`src/sas_pkg.sv`:
```
// Constants, types and state layout of the smoke alarm sequencer.
// Assumes a 10 MHz system clock and an AXI4-Lite register bus.
package sas_pkg;
    // Clock and time base
    localparam int CLK_HZ = 10_000_000;
    localparam int CYC_PER_MS = CLK_HZ / 1000;
    localparam int T_STBY_MS = 1670;
    localparam int T_ALRM_MS = 40;
    localparam int T_STRB_MS = 10;
    localparam int T_BLINK_MS = 500;
    localparam int T_IODLY_MS = 3000;
    localparam int CYC_STBY = T_STBY_MS * CYC_PER_MS;
    localparam int CYC_ALRM = T_ALRM_MS * CYC_PER_MS;
    localparam int CYC_STRB = T_STRB_MS * CYC_PER_MS;
    localparam int CYC_BLINK = T_BLINK_MS * CYC_PER_MS;
    localparam int CYC_IODLY = T_IODLY_MS * CYC_PER_MS;
    // Oscillator cycle counts
    localparam int N_BATT = 24;
    localparam int N_TMR_LED = 6;
    localparam int N_HUSH = 368;
    localparam int T_HORN_ON_MS = 160;
    localparam int T_HORN_OFF_MS = 80;
    localparam int N_HORN_ON = T_HORN_ON_MS / T_ALRM_MS;
    localparam int N_HORN_CYC = N_HORN_ON + T_HORN_OFF_MS / T_ALRM_MS;
    localparam int CW = 25;
    // Register map
    localparam logic [31:0] A_CTRL = 32'h0000_0000;
    localparam logic [31:0] A_STAT = 32'h0000_0004;
    localparam int CTRL_EXT_OSC = 0;
    localparam logic [31:0] CTRL_RST = 32'h0000_0000;
    localparam int ST_B_LOCAL = 0;
    localparam int ST_B_REMOTE = 1;
    localparam int ST_B_TIMER = 2;
    localparam int ST_B_BATT = 3;
    localparam int ST_B_TEST = 4;
    localparam int ST_B_HYST = 5;
    localparam logic [1:0] RESP_OKAY = 2'b00;
    localparam logic [1:0] RESP_SLVERR = 2'b10;

    typedef enum logic [1:0] {
        ST_STBY = 2'b00,
        ST_ALRM = 2'b01,
        ST_REMT = 2'b10
    } sas_mode_t;

    typedef struct packed {
        sas_mode_t mode;
        logic [CW-1:0] slow_cnt;
        logic [CW-1:0] fast_cnt;
        logic [CW-1:0] strb_cnt;
        logic [CW-1:0] blink_cnt;
        logic [CW-1:0] io_cnt;
        logic strb;
        logic lb_pulse;
        logic [4:0] batt_cnt;
        logic [2:0] tled_cnt;
        logic [8:0] hush_cnt;
        logic timer_mode;
        logic batt_low;
        logic [2:0] horn_ph;
        logic blink;
        logic led;
        logic horn;
        logic io_drv;
        logic osc_d;
        logic hush_d;
        logic first;
        logic test_mode;
        logic ext_osc;
        logic aw_v;
        logic [31:0] aw_a;
        logic w_v;
        logic [31:0] w_d;
        logic bvalid;
        logic [1:0] bresp;
        logic rvalid;
        logic [31:0] rdata;
        logic [1:0] rresp;
    } sas_state_t;
endpackage : sas_pkg

```
`src/sas_top.sv`:
```
// Smoke alarm sequencer: strobe timing, battery check, horn cadence,
// hush timer, interconnect line and an AXI4-Lite register slave.
// Assumes comparator results and pins are synchronous to aclk.
//
// Functional notes
// [RL1] Standby: 1.67 s period, strobe and sample smoke
// [RL2] Comparator high means smoke, low means none
// [RL3] Every 24 cycles pulse LED, check battery
// [RL4] Battery compared during the 10 ms LED pulse
// [RL5] Hysteresis select asserted while smoke detected
// [RL6] Smoke: 40 ms period, horn enabled
// [RL7] Horn cadence 160 ms on, 80 ms off
// [RL8] Resample in off time; stop when clear
// [RL9] In alarm: no battery alarm, LED 1 Hz
// [RL10] Hush falling edge: restart timer, reduce, clear alarm
// [RL11] Timer mode flashes LED every 10 s
// [RL12] Timer mode still alarms at reduced trip
// [RL13] Hush timer runs 368 cycles regardless of alarm
// [RL14] Smoke drives line high; line high sounds after 3 s
// [RL15] Remote alarm keeps LED dark
// [RL16] Reset clears all counters
// [RL17] Test and oscillator low at power-up: battery test
// [RL18] External 2 kHz oscillator drives all timing; only standby and alarm ticks follow it here, blink and line delay use aclk
// [RL19] Strobe stays 10 ms even when accelerated
// [RL20] Hush end restores normal sensitivity and LED rate
//
// The AXI4-Lite slave port and the placing of the registers are this design's own decisions.
`timescale 1ns/1ps
module sas_top
    import sas_pkg::*;
#(
    parameter int P_CYC_STBY = CYC_STBY,
    parameter int P_CYC_ALRM = CYC_ALRM,
    parameter int P_CYC_STRB = CYC_STRB,
    parameter int P_CYC_BLINK = CYC_BLINK,
    parameter int P_CYC_IODLY = CYC_IODLY
) (
    // Clock and reset
    input wire logic aclk,
    input wire logic aresetn,
    // AXI4-Lite write
    input wire logic [31:0] s_axi_awaddr,
    input wire logic s_axi_awvalid,
    output logic s_axi_awready,
    input wire logic [31:0] s_axi_wdata,
    input wire logic [3:0] s_axi_wstrb,
    input wire logic s_axi_wvalid,
    output logic s_axi_wready,
    output logic [1:0] s_axi_bresp,
    output logic s_axi_bvalid,
    input wire logic s_axi_bready,
    // AXI4-Lite read
    input wire logic [31:0] s_axi_araddr,
    input wire logic s_axi_arvalid,
    output logic s_axi_arready,
    output logic [31:0] s_axi_rdata,
    output logic [1:0] s_axi_rresp,
    output logic s_axi_rvalid,
    input wire logic s_axi_rready,
    // Analog front end
    input wire logic smoke_cmp,
    input wire logic batt_low_cmp,
    output logic strobe,
    output logic hyst_sel,
    output logic reduced_sens,
    // Pins
    input wire logic hush_start_n,
    input wire logic test_n,
    input wire logic osc_in,
    output logic led_on,
    output logic horn_drive_primary,
    output logic osc_fast,
    // Interconnect line
    input wire logic io_in,
    output logic io_out,
    output logic io_oe_n
);

    sas_state_t s_r;
    sas_state_t s_nxt;

    function automatic logic at_end(input logic [CW-1:0] c, input int lim);
        at_end = (c == CW'(lim - 1));
    endfunction : at_end

    function automatic logic [31:0] merge(input logic [31:0] old_v,
                                          input logic [31:0] new_v,
                                          input logic [3:0] be);
        logic [31:0] r;
        r = old_v;
        for (int i = 0; i < 4; i++) begin
            if (be[i]) begin
                r[8*i +: 8] = new_v[8*i +: 8];
            end
        end
        merge = r;
    endfunction : merge

    logic osc_rise;
    logic slow_tick;
    logic fast_tick;
    logic tick;
    logic alarm;
    logic hush_fall;
    logic strb_end;
    logic [31:0] ctrl_word;
    logic [31:0] stat_word;

    always_comb begin
        s_nxt = s_r;
        // External oscillator and internal dividers
        osc_rise = osc_in && !s_r.osc_d;
        s_nxt.osc_d = osc_in;
        s_nxt.hush_d = hush_start_n;
        hush_fall = s_r.hush_d && !hush_start_n;
        alarm = (s_r.mode != ST_STBY);
        if (at_end(s_r.slow_cnt, P_CYC_STBY)) begin
            s_nxt.slow_cnt = '0;
        end else begin
            s_nxt.slow_cnt = s_r.slow_cnt + 1'b1;
        end
        if (at_end(s_r.fast_cnt, P_CYC_ALRM) || !alarm) begin
            s_nxt.fast_cnt = '0;
        end else begin
            s_nxt.fast_cnt = s_r.fast_cnt + 1'b1;
        end
        if (s_r.ext_osc) begin
            slow_tick = osc_rise; // [RL18]
            fast_tick = osc_rise; // [RL18]
        end else begin
            slow_tick = at_end(s_r.slow_cnt, P_CYC_STBY); // [RL1]
            fast_tick = at_end(s_r.fast_cnt, P_CYC_ALRM);
        end
        tick = alarm ? fast_tick : slow_tick; // [RL6]

        // Strobe: fixed length from aclk, whatever the oscillator
        strb_end = s_r.strb && at_end(s_r.strb_cnt, P_CYC_STRB); // [RL19]
        if (s_r.strb) begin
            s_nxt.strb_cnt = s_r.strb_cnt + 1'b1;
        end
        if (strb_end) begin
            s_nxt.strb = 1'b0;
            s_nxt.lb_pulse = 1'b0;
            s_nxt.strb_cnt = '0;
        end
        if (tick) begin
            s_nxt.strb = 1'b1; // [RL1]
            s_nxt.strb_cnt = '0;
        end

        // Battery check and LED flash in standby
        if (tick && !alarm) begin
            if (s_r.batt_cnt == 5'(N_BATT - 1)) begin
                s_nxt.batt_cnt = '0;
                s_nxt.lb_pulse = 1'b1; // [RL3]
            end else begin
                s_nxt.batt_cnt = s_r.batt_cnt + 1'b1;
            end
            if (s_r.tled_cnt == 3'(N_TMR_LED - 1)) begin
                s_nxt.tled_cnt = '0;
                if (s_r.timer_mode) begin
                    s_nxt.lb_pulse = 1'b1; // [RL11]
                end
            end else begin
                s_nxt.tled_cnt = s_r.tled_cnt + 1'b1;
            end
        end
        if (strb_end && s_r.lb_pulse && !alarm) begin
            s_nxt.batt_low = batt_low_cmp; // [RL4]
        end

        // Horn cadence counter
        if (fast_tick && alarm) begin
            if (s_r.horn_ph == 3'(N_HORN_CYC - 1)) begin
                s_nxt.horn_ph = '0; // [RL7]
            end else begin
                s_nxt.horn_ph = s_r.horn_ph + 1'b1;
            end
        end

        // Alarm blink
        if (alarm && !at_end(s_r.blink_cnt, P_CYC_BLINK)) begin
            s_nxt.blink_cnt = s_r.blink_cnt + 1'b1;
        end else begin
            s_nxt.blink_cnt = '0;
        end
        if (!alarm) begin
            s_nxt.blink = 1'b0;
        end else if (at_end(s_r.blink_cnt, P_CYC_BLINK)) begin
            s_nxt.blink = !s_r.blink; // [RL9]
        end

        // Mode sequencing
        case (s_r.mode)
            ST_STBY: begin
                if (strb_end && smoke_cmp) begin
                    s_nxt.mode = ST_ALRM; // [RL2] [RL6] [RL12]
                    s_nxt.horn_ph = '0;
                end else if (io_in && at_end(s_r.io_cnt, P_CYC_IODLY)) begin
                    s_nxt.mode = ST_REMT; // [RL14]
                    s_nxt.horn_ph = '0;
                end
            end
            ST_ALRM: begin
                if (strb_end && !smoke_cmp
                    && s_r.horn_ph >= 3'(N_HORN_ON)) begin
                    s_nxt.mode = ST_STBY; // [RL8]
                end
            end
            ST_REMT: begin
                if (strb_end && smoke_cmp) begin
                    s_nxt.mode = ST_ALRM; // [RL2]
                end else if (!io_in) begin
                    s_nxt.mode = ST_STBY;
                end
            end
            default: begin
                s_nxt.mode = ST_STBY;
            end
        endcase
        if (alarm) begin
            s_nxt.batt_cnt = '0;
            s_nxt.tled_cnt = '0;
        end

        // Interconnect delay
        if (s_r.mode == ST_STBY && io_in
            && !at_end(s_r.io_cnt, P_CYC_IODLY)) begin
            s_nxt.io_cnt = s_r.io_cnt + 1'b1; // [RL14]
        end else begin
            s_nxt.io_cnt = '0;
        end

        // Hush timer keeps running through an alarm
        if (s_r.timer_mode && slow_tick) begin
            s_nxt.hush_cnt = s_r.hush_cnt - 1'b1; // [RL13]
            if (s_r.hush_cnt == 9'd1) begin
                s_nxt.timer_mode = 1'b0; // [RL20]
                s_nxt.tled_cnt = '0;
            end
        end
        if (hush_fall) begin
            s_nxt.hush_cnt = 9'(N_HUSH); // [RL10]
            s_nxt.timer_mode = 1'b1;
            s_nxt.tled_cnt = '0;
            if (s_r.mode == ST_ALRM) begin
                s_nxt.mode = ST_STBY; // [RL10]
            end
        end

        // Outputs held in flip-flops
        s_nxt.io_drv = (s_nxt.mode == ST_ALRM); // [RL14]
        case (s_nxt.mode)
            ST_ALRM: begin
                s_nxt.led = s_nxt.blink; // [RL9]
                s_nxt.horn = (s_nxt.horn_ph < 3'(N_HORN_ON)); // [RL7]
            end
            ST_REMT: begin
                s_nxt.led = 1'b0; // [RL15]
                s_nxt.horn = (s_nxt.horn_ph < 3'(N_HORN_ON));
            end
            default: begin
                s_nxt.led = s_nxt.lb_pulse; // [RL3] [RL11]
                s_nxt.horn = s_nxt.lb_pulse && s_r.batt_low;
            end
        endcase
        if (s_r.test_mode) begin
            s_nxt.horn = batt_low_cmp; // [RL17]
        end

        // Power-up strap capture
        s_nxt.first = 1'b0;
        if (s_r.first) begin
            s_nxt.test_mode = !test_n && !osc_in; // [RL17]
        end

        // AXI4-Lite write channel
        ctrl_word = '0;
        ctrl_word[CTRL_EXT_OSC] = s_r.ext_osc;
        if (s_axi_awvalid && s_axi_awready) begin
            s_nxt.aw_v = 1'b1;
            s_nxt.aw_a = s_axi_awaddr;
        end
        if (s_axi_wvalid && s_axi_wready) begin
            s_nxt.w_v = 1'b1;
            s_nxt.w_d = merge(ctrl_word, s_axi_wdata, s_axi_wstrb);
        end
        if (s_r.aw_v && s_r.w_v) begin
            s_nxt.aw_v = 1'b0;
            s_nxt.w_v = 1'b0;
            s_nxt.bvalid = 1'b1;
            if (s_r.aw_a == A_CTRL) begin
                s_nxt.ext_osc = s_r.w_d[CTRL_EXT_OSC]; // [RL18]
                s_nxt.bresp = RESP_OKAY;
            end else if (s_r.aw_a == A_STAT) begin
                s_nxt.bresp = RESP_OKAY;
            end else begin
                s_nxt.bresp = RESP_SLVERR;
            end
        end
        if (s_r.bvalid && s_axi_bready) begin
            s_nxt.bvalid = 1'b0;
        end

        // AXI4-Lite read channel
        stat_word = '0;
        stat_word[ST_B_LOCAL] = (s_r.mode == ST_ALRM);
        stat_word[ST_B_REMOTE] = (s_r.mode == ST_REMT);
        stat_word[ST_B_TIMER] = s_r.timer_mode;
        stat_word[ST_B_BATT] = s_r.batt_low;
        stat_word[ST_B_TEST] = s_r.test_mode;
        stat_word[ST_B_HYST] = (s_r.mode == ST_ALRM);
        if (s_axi_arvalid && s_axi_arready) begin
            s_nxt.rvalid = 1'b1;
            s_nxt.rresp = RESP_OKAY;
            if (s_axi_araddr == A_CTRL) begin
                s_nxt.rdata = ctrl_word;
            end else if (s_axi_araddr == A_STAT) begin
                s_nxt.rdata = stat_word;
            end else begin
                s_nxt.rdata = '0;
                s_nxt.rresp = RESP_SLVERR;
            end
        end else if (s_r.rvalid && s_axi_rready) begin
            s_nxt.rvalid = 1'b0;
        end
    end

    // State register
    always_ff @(posedge aclk) begin
        if (!aresetn) begin
            s_r <= '0; // [RL16]
            s_r.mode <= ST_STBY;
            s_r.first <= 1'b1;
            s_r.ext_osc <= CTRL_RST[CTRL_EXT_OSC];
            s_r.hush_d <= 1'b1;
        end else begin
            s_r <= s_nxt;
        end
    end

    // Bus handshakes
    assign s_axi_awready = !s_r.aw_v && !s_r.bvalid;
    assign s_axi_wready = !s_r.w_v && !s_r.bvalid;
    assign s_axi_bvalid = s_r.bvalid;
    assign s_axi_bresp = s_r.bresp;
    assign s_axi_arready = !s_r.rvalid;
    assign s_axi_rvalid = s_r.rvalid;
    assign s_axi_rdata = s_r.rdata;
    assign s_axi_rresp = s_r.rresp;

    // Pin outputs
    assign strobe = s_r.strb;
    assign hyst_sel = (s_r.mode == ST_ALRM); // [RL5]
    assign reduced_sens = s_r.timer_mode; // [RL10] [RL20]
    assign led_on = s_r.led;
    assign horn_drive_primary = s_r.horn;
    assign osc_fast = (s_r.mode != ST_STBY); // [RL6]
    assign io_out = s_r.io_drv;
    assign io_oe_n = !s_r.io_drv;

endmodule : sas_top
```
`config.mk`:
```
export PLATFORM = sky130hd
export DESIGN_NAME = sas_top
export DESIGN_NICKNAME = d
export VERILOG_FILES = /design/src/sas_pkg.sv /design/src/sas_top.sv
export SDC_FILE = /design/constraint.sdc
export NUM_CORES = 1
export LEC_CHECK = 0
export BUFFER_PORTS_ARGS = -buffer_cell sky130_fd_sc_hd__buf_4
export CORE_MARGIN = 3
export CORE_UTILIZATION = 60
export DETAILED_ROUTE_END_ITERATION = 8
export MAX_ROUTING_LAYER = met4
export PLACE_DENSITY_LB_ADDON = 0.12
export SLEW_MARGIN = 20
export SYNTH_ARGS = -nofsm -noshare
export SYNTH_HDL_FRONTEND = slang
export SYNTH_SLANG_ARGS = --single-unit
```
`constraint.sdc`:
```
create_clock -name aclk -period 4.4 [get_ports aclk]
set_clock_uncertainty 0.2 [all_clocks]
set_input_delay 0.44 -clock aclk [delete_from_list [all_inputs] [get_ports aclk]]
set_output_delay 0.44 -clock aclk [all_outputs]
set_load 0.02 [all_outputs]
```
==> results of run 1 <==
==> power by group through the flow <==
stage                     clock [mW]  combinational [mW]  sequential [mW]
after floorplan                    0               0.146             1.95
after global placement             0               0.209             1.95
after detailed placement           0               0.210             1.96
after CTS                       1.84               0.236             1.92
after global routing            1.92               0.264             1.92
final                           1.81               0.241             1.92
==> cells by family (layout without fill, tap and decap cells) <==
family	count (synthesis)	count (layout)	synth area share, %
flip-flops	205	205	45.0
XOR/XNOR	119	119	11.4
other	1	28	0.0411
adder cells (fa/ha/maj)	10	10	1.37
AO/OA/AOI/OAI	92	92	5.93
buffers and inverters	99	202	5.80
AND/OR/NAND/NOR	542	542	29.4
multiplexers	10	10	1.12
==> repair_timing <==
item | in CTS | in global routing
endpoints found under the hold margin | 33 | 0
buffers inserted | 0 | 0
hold buffers | 33 | 0
==> flip-flops by register name, indices dropped and copies added, names as in the netlist <==
register / count
s_r: 189
s_axi_rvalid: 1
s_axi_rdata: 6
reduced_sens: 1
horn_drive_primary: 1
led_on: 1
s_axi_bvalid: 1
s_axi_bresp: 1
io_out: 1
strobe: 1
s_axi_rresp: 1
ctrl_word: 1
==> per-layer routing <==
metal	up-vias	GRT usage, %
met3	40	4.25
met4	0	6.49
li1	3823	-
met2	204	40.5
met5	-	-
met1	3575	29.7
==> area by class of cell <==
type	count	area (um2)
inverter	30	113
clock inverter	6	55.1
multi-input combinational	801	4600
clock buffer	32	659
tap	184	230
fill	1116	3840
sequential	205	4100
timing repair buffer	134	1090
==> worst max-delay path: stages (launching register included) <==
cell and delay [ns]:
dfxtp_1 0.51, and4_1 0.30, nand2_1 0.10, nor4_1 0.58
a21oi_1 0.21, nor3_1 0.29, inv_1 0.08, ha_1 0.34
or4_1 0.51, o21ai_1 0.15
==> cells in the final DEF, fill, tap and decap left out, drive strengths merged, types with 3 or more instances in the layout <==
cell           n
conb          28
and2          11
dlygate4sd3   33
nor4bb         4
nor3          22
ha            10
nand3         54
nor2b          4
nand4         36
and4          10
a22oi          6
mux2i          8
and3          16
nor4b          9
nand2b         6
or4            9
xor2          64
nand2        124
buf          101
nor2         182
nand4b         4
o21ai         15
xnor2         55
clkbuf        32
inv           29
or3           11
and3b          3
a21oi         54
or2            3
dfxtp        205
nor4          26
clkinv         6
a211oi         4
==> synth_stat cells (13+ instances only) <==
master,instances
dfxtp_1,205
nor2_1,181
nand2_1,124
xor2_1,64
xnor2_1,55
a21oi_1,54
nand3_1,53
buf_4,38
nand4_1,35
inv_1,29
nor4_1,25
clkbuf_1,23
nor3_1,22
and3_1,15
o21ai_0,13
==> stage by stage <==
step / hold WS (ns) / total power [mW] / cell area [um2] / utilization [%]
5_1_grt: 0.00516 / 4.10 / 10900 / 73.9
3_3_place_gp: 0.228 / 2.16 / 9800 / 66.7
4_1_cts: 0.000176 / 3.99 / 10800 / 73.8
3_5_place_dp: 0.240 / 2.17 / 9800 / 66.7
2_1_floorplan: 0.213 / 2.10 / 9230 / -
6_report: 0.0101 / 3.97 / 10900 / 73.9
==> path summary, 6_finish.rpt <==
kind,endpoint,slack (ns)
min reg2reg,s_r[212],0.24
max,horn_drive_primary,1.05
min,s_r[83],0.01
max reg2reg,horn_drive_primary,1.05
==> qor.txt, run 1 <==
status - completed
Max clock buf depth - 3
Worst R2R Path Depth - 9
count of final max-slew check failures - 0
Placed Cells incl. Taps - 1,320
Avg Vias per Cell - 5.49
Max-cap violations - 0
Fin. Hold Viols - 0
Worst-path clk slew - 0.06 ns
first-pass GRT wire length - 32,700 um
DRT Pass-1 Iters - 7
core area - 14,700 um2
flops & latches, synth - 205
Top Layer Used - met4
Sw Share - 22.0%
Min-Delay Path Class - in2reg
RSZ-0062 raised after global routing - no
Tcrit/Tclk final - 76.0%
hold path startpoint - s_axi_awaddr[12]
Area contributors post-synth - dfxtp_1, nor2_1, xor2_1, xnor2_1, nand2_1
post-synthesis sequential area ratio - 44.9%
Max IR drop VDD - 0.317 mV
CTS Buf Count - 22
Crit Path Class - reg2reg
die width - 129 um
Die H - 129 um
power per cell area - 365 nW/um2
hold depth - 3
final worst slack - 1.05 ns
Switch Pwr - 0.872 mW
First DRT Iteration DRCs - 463
worst-path fanout max - 8
CP Data Arrival Time - 3.57 ns
M1 WL - 8710 um
met2 WL - 9500 um
pre-CTS WS - 1.15 ns
grt ovf - 0
vias in the first global route - 7,077
post-synth top area share - 44.9%
Area Overhead vs Synth - 18.9%
Placer Congestion - 0.796
via count - 7,642
Non-Filler Instances - 1,392
die area - 16,700 um2
post-cts resize count - 0
number of core rows - 44
R2R Path Start - strobe
CTS tree - done
fin crit period - 3.35 ns
Post-synth EDFFs - 0
Fmax - 0.299 GHz
WL/cell - 14.2 um
Clk Latency, worst-skew pair - 0.49 ns
crit end category - register
pin slew with the least headroom to its limit - 1.07 ns
Total GRT Usage - 24.0%
final WL - 19,700 um
CP Launch Point - strobe
asr flop ratio synth - 0%
share of cells above drive strength 1 - 13.1%
CTS sink cnt - 205
TNS Setup - 0 ns
critical path startpoint category - register
sequential share of power - 48.3%
Met3 Wirelength - 1060 um
n_diodes - 0
leakage power - 4.00 nW
dominant synthesized flop cell - dfxtp_1
CTS root buffer - clkbuf_16
Syn. warnings - 0
Mapped Area - 9130 um2
Post-route DRC - 0
clock power share - 45.6%
synthesized instance count - 1,078
IO buf count - 99
initial core utilization - 62.1%
final net count - 1,317
Comb pwr share - 6.1%
initial antenna violation count - 0
CP required - 4.62 ns
Yosys cell types - 64
synthesized area per cell - 8.47 um2
H-Tree Depth - 1
relative slew slack - 28.4%
DRT antenna net count - 0
dpl hpwl - 13,000 um
area leader, netlist - dfxtp_1
largest net degree at the start of global routing - 60
Top-Level Pins - 162
Int Pwr - 3.09 mW
# setup viols final - 0
Note: power is estimated with default switching activity, not from simulation.
==> run 2, diff against run 1 <==
--- a/config.mk
+++ b/config.mk
@@ -7,7 +7,7 @@
 export LEC_CHECK = 0
 export BUFFER_PORTS_ARGS = -buffer_cell sky130_fd_sc_hd__buf_4
 export CORE_MARGIN = 3
-export CORE_UTILIZATION = 60
+export CORE_UTILIZATION = 51
 export DETAILED_ROUTE_END_ITERATION = 8
 export MAX_ROUTING_LAYER = met4
 export PLACE_DENSITY_LB_ADDON = 0.12
==> constraint.sdc (replaced) <==
create_clock -name aclk -period 2.8 [get_ports aclk]
set_clock_uncertainty 0.2 [all_clocks]
set_input_delay 0.28 -clock aclk [delete_from_list [all_inputs] [get_ports aclk]]
set_output_delay 0.28 -clock aclk [all_outputs]
set_load 0.02 [all_outputs]
==> qor.txt, run 2 (synthesis gave the netlist of run 1 again) <==
status - finished with violations
failing checks - negative setup slack
First DRT Iteration DRCs - 377 (-19%)
CTS root buffer - clkbuf_16
crit end category - register
area of the multi-input gates - 4690 um2 (+2.0%)
fin crit period - 2.85 ns (-0.493 ns)
initial antenna violation count - 0 (unchanged)
grt ovf - 0 (unchanged)
most frequent cells in the layout - dfxtp_1, nor2_1, buf_4, nand2_1, xor2_1
vias in the first global route - 7,326 (+3.5%)
Clk Latency, worst-skew pair - 0.50 ns (about the same)
reg2reg setup slack - -0.05 ns (-1.11 ns)
leakage power - 4.30 nW (+7.5%)
worst r2r dst - horn_drive_primary
register area - 4110 um2 (about the same)
Crit Path Class - reg2reg
WL/cell - 13.3 um (-6.0%)
largest net degree at the start of global routing - 32 (-47%)
count of final max-slew check failures - 0 (unchanged)
CTS Buf Count - 23 (+4.5%)
Area Overhead vs Synth - 25.6%
number of core rows - 48 (+9.1%)
die area - 19,500 um2 (+17%)
CTS tree - done
Biggest register - s_r
Pwr Total - 6.33 mW (+60%)
relative slew slack - 53.2% (+25 points)
power per cell area - 552 nW/um2 (+51%)
Post-Place Cell Area - 10,100 um2 (+3.5%)
critical path startpoint category - register
R2R Path Start - s_r[199]
commonest non-fill, non-tap cell in the layout - dfxtp_1
grt met3 use - 2.92% (-1.3 points)
CTS sink cnt - 205 (unchanged)
core area - 17,400 um2 (+18%)
Max clock buf depth - 3 (unchanged)
die width - 140 um (+8.1%)
met1 Usage GRT - 25.6% (-4.2 points)
DRT antenna net count - 0 (unchanged)
share of cells above drive strength 1 - 16.5% (+3.4 points)
Avg Vias per Cell - 5.16 (-5.9%)
Top-Level Pins - 162 (unchanged)
Post-route DRC - 0 (unchanged)
CP Launch Point - s_r[199]
pin slew with the least headroom to its limit - 0.700 ns (-0.371 ns)
Fillers - 1,465 (+31%)
Max-cap violations - 0 (unchanged)
Total GRT Usage - 20.2% (-3.8 points)
initial core utilization - 52.4% (-9.7 points)
Worst-path clk slew - 0.06 ns (about the same)
busiest layer in global routing - met2
RSZ-0062 raised after global routing - yes
Placer Congestion - 0.794 (-0.23%)
Tcrit/Tclk final - 102% (+26 points)
final core occ - 65.9% (-8.0 points)
Min-Delay Path Class - in2reg
Worst Hold End - s_axi_rdata[0]
H-Tree Depth - 1 (unchanged)
CP required - 3.03 ns (-1.59 ns)
Fin. Hold Viols - 0 (unchanged)
final net count - 1,369 (+3.9%)
IO buf count - 99 (unchanged)
dpl hpwl - 13,500 um (+4.0%)
hold path startpoint - s_axi_araddr[29]
Fmax - 0.351 GHz (+17%)
DRT Pass-1 Iters - 5 (-2)
n_diodes - 0 (unchanged)
max FFs per register - 189 (unchanged)
Worst R2R Path Depth - 9 (unchanged)
final worst slack - -0.0523 ns (-1.11 ns)
Fin Hold WS - 0.0501 ns (+0.0400 ns)
first-pass GRT wire length - 33,400 um (+2.3%)
Die H - 140 um (+8.1%)
worst-path fanout max - 2 (-6)
CP Data Arrival Time - 3.09 ns (-0.48 ns)
final WL - 19,800 um (+0.41%)
M2 GR Usage - 34.2% (-6.2 points)
hold depth - 6 (+3)
via count - 7,678 (+0.47%)
design area - 11,500 um2 (+5.6%)
Max IR drop VDD - 0.509 mV (+61%)
# setup viols final - 1 (+1)
==> run 2: how the worst max path moves through the flow <==
stage / slack [ns] / to / cells past startpoint
floorplan: 0.005 / horn_drive_primary / 10
finish: -0.05 / horn_drive_primary / 9
global placement: -0.10 / horn_drive_primary / 9
CTS: -0.02 / horn_drive_primary / 10
detailed placement: -0.09 / horn_drive_primary / 9
global route: -0.14 / horn_drive_primary / 9
==> run 2: repair_timing <==
item,4_1_cts,5_1_grt
setup endpoints to repair,1,2
buffers inserted,1,0
endpoints found under the hold margin,48,0
hold buffers,48,0
gates resized for setup,5,11
pin swaps,6,6
==> run 2: power by group <==
part	switching [mW]	internal, mW	total (mW)
registers	0.0382	2.97	3.01
clock network	1.13	1.79	2.92
logic	0.207	0.197	0.404
total	1.38	4.95	6.33
==> run 2: layer usage <==
| metal | vias to the layer above | routed length (um) |
|---|---|---|
| met5 | - | 0 |
| met4 | 0 | 445 |
| met3 | 32 | 691 |
| met2 | 123 | 9620 |
| met1 | 3587 | 9070 |
| li1 | 3936 | - |
==> run 2: worst max-delay path, stage by stage, from the launching register on <==
cell and delay (ns):
dfxtp_2 0.31, or4_4 0.55, or4_4 0.58, nor3b_4 0.22
nor3_2 0.07, inv_1 0.07, ha_1 0.14, nor2_1 0.04
or4_4 0.50, o21ai_1 0.12
==> run 2: cell type report <==
| cell class | count | share of cell area (%) |
|---|---|---|
| Tap cell | 225 | 2.45 |
| Clock buffer | 35 | 6.02 |
| Multi-Input combinational cell | 801 | 40.9 |
| Sequential cell | 205 | 35.8 |
| Inverter | 30 | 0.982 |
| Timing Repair Buffer | 185 | 13.3 |
| Clock inverter | 6 | 0.513 |
==> run 2: per-stage QoR <==
step                      TNS [ns]  instances  setup slack [ns]
after global placement      -0.102       1397            -0.102
after floorplan                  0       1105           0.00512
after global routing        -0.147       1487            -0.139
final                      -0.0523       1487           -0.0523
after CTS                  -0.0220       1487           -0.0220
after detailed placement   -0.0871       1397           -0.0871
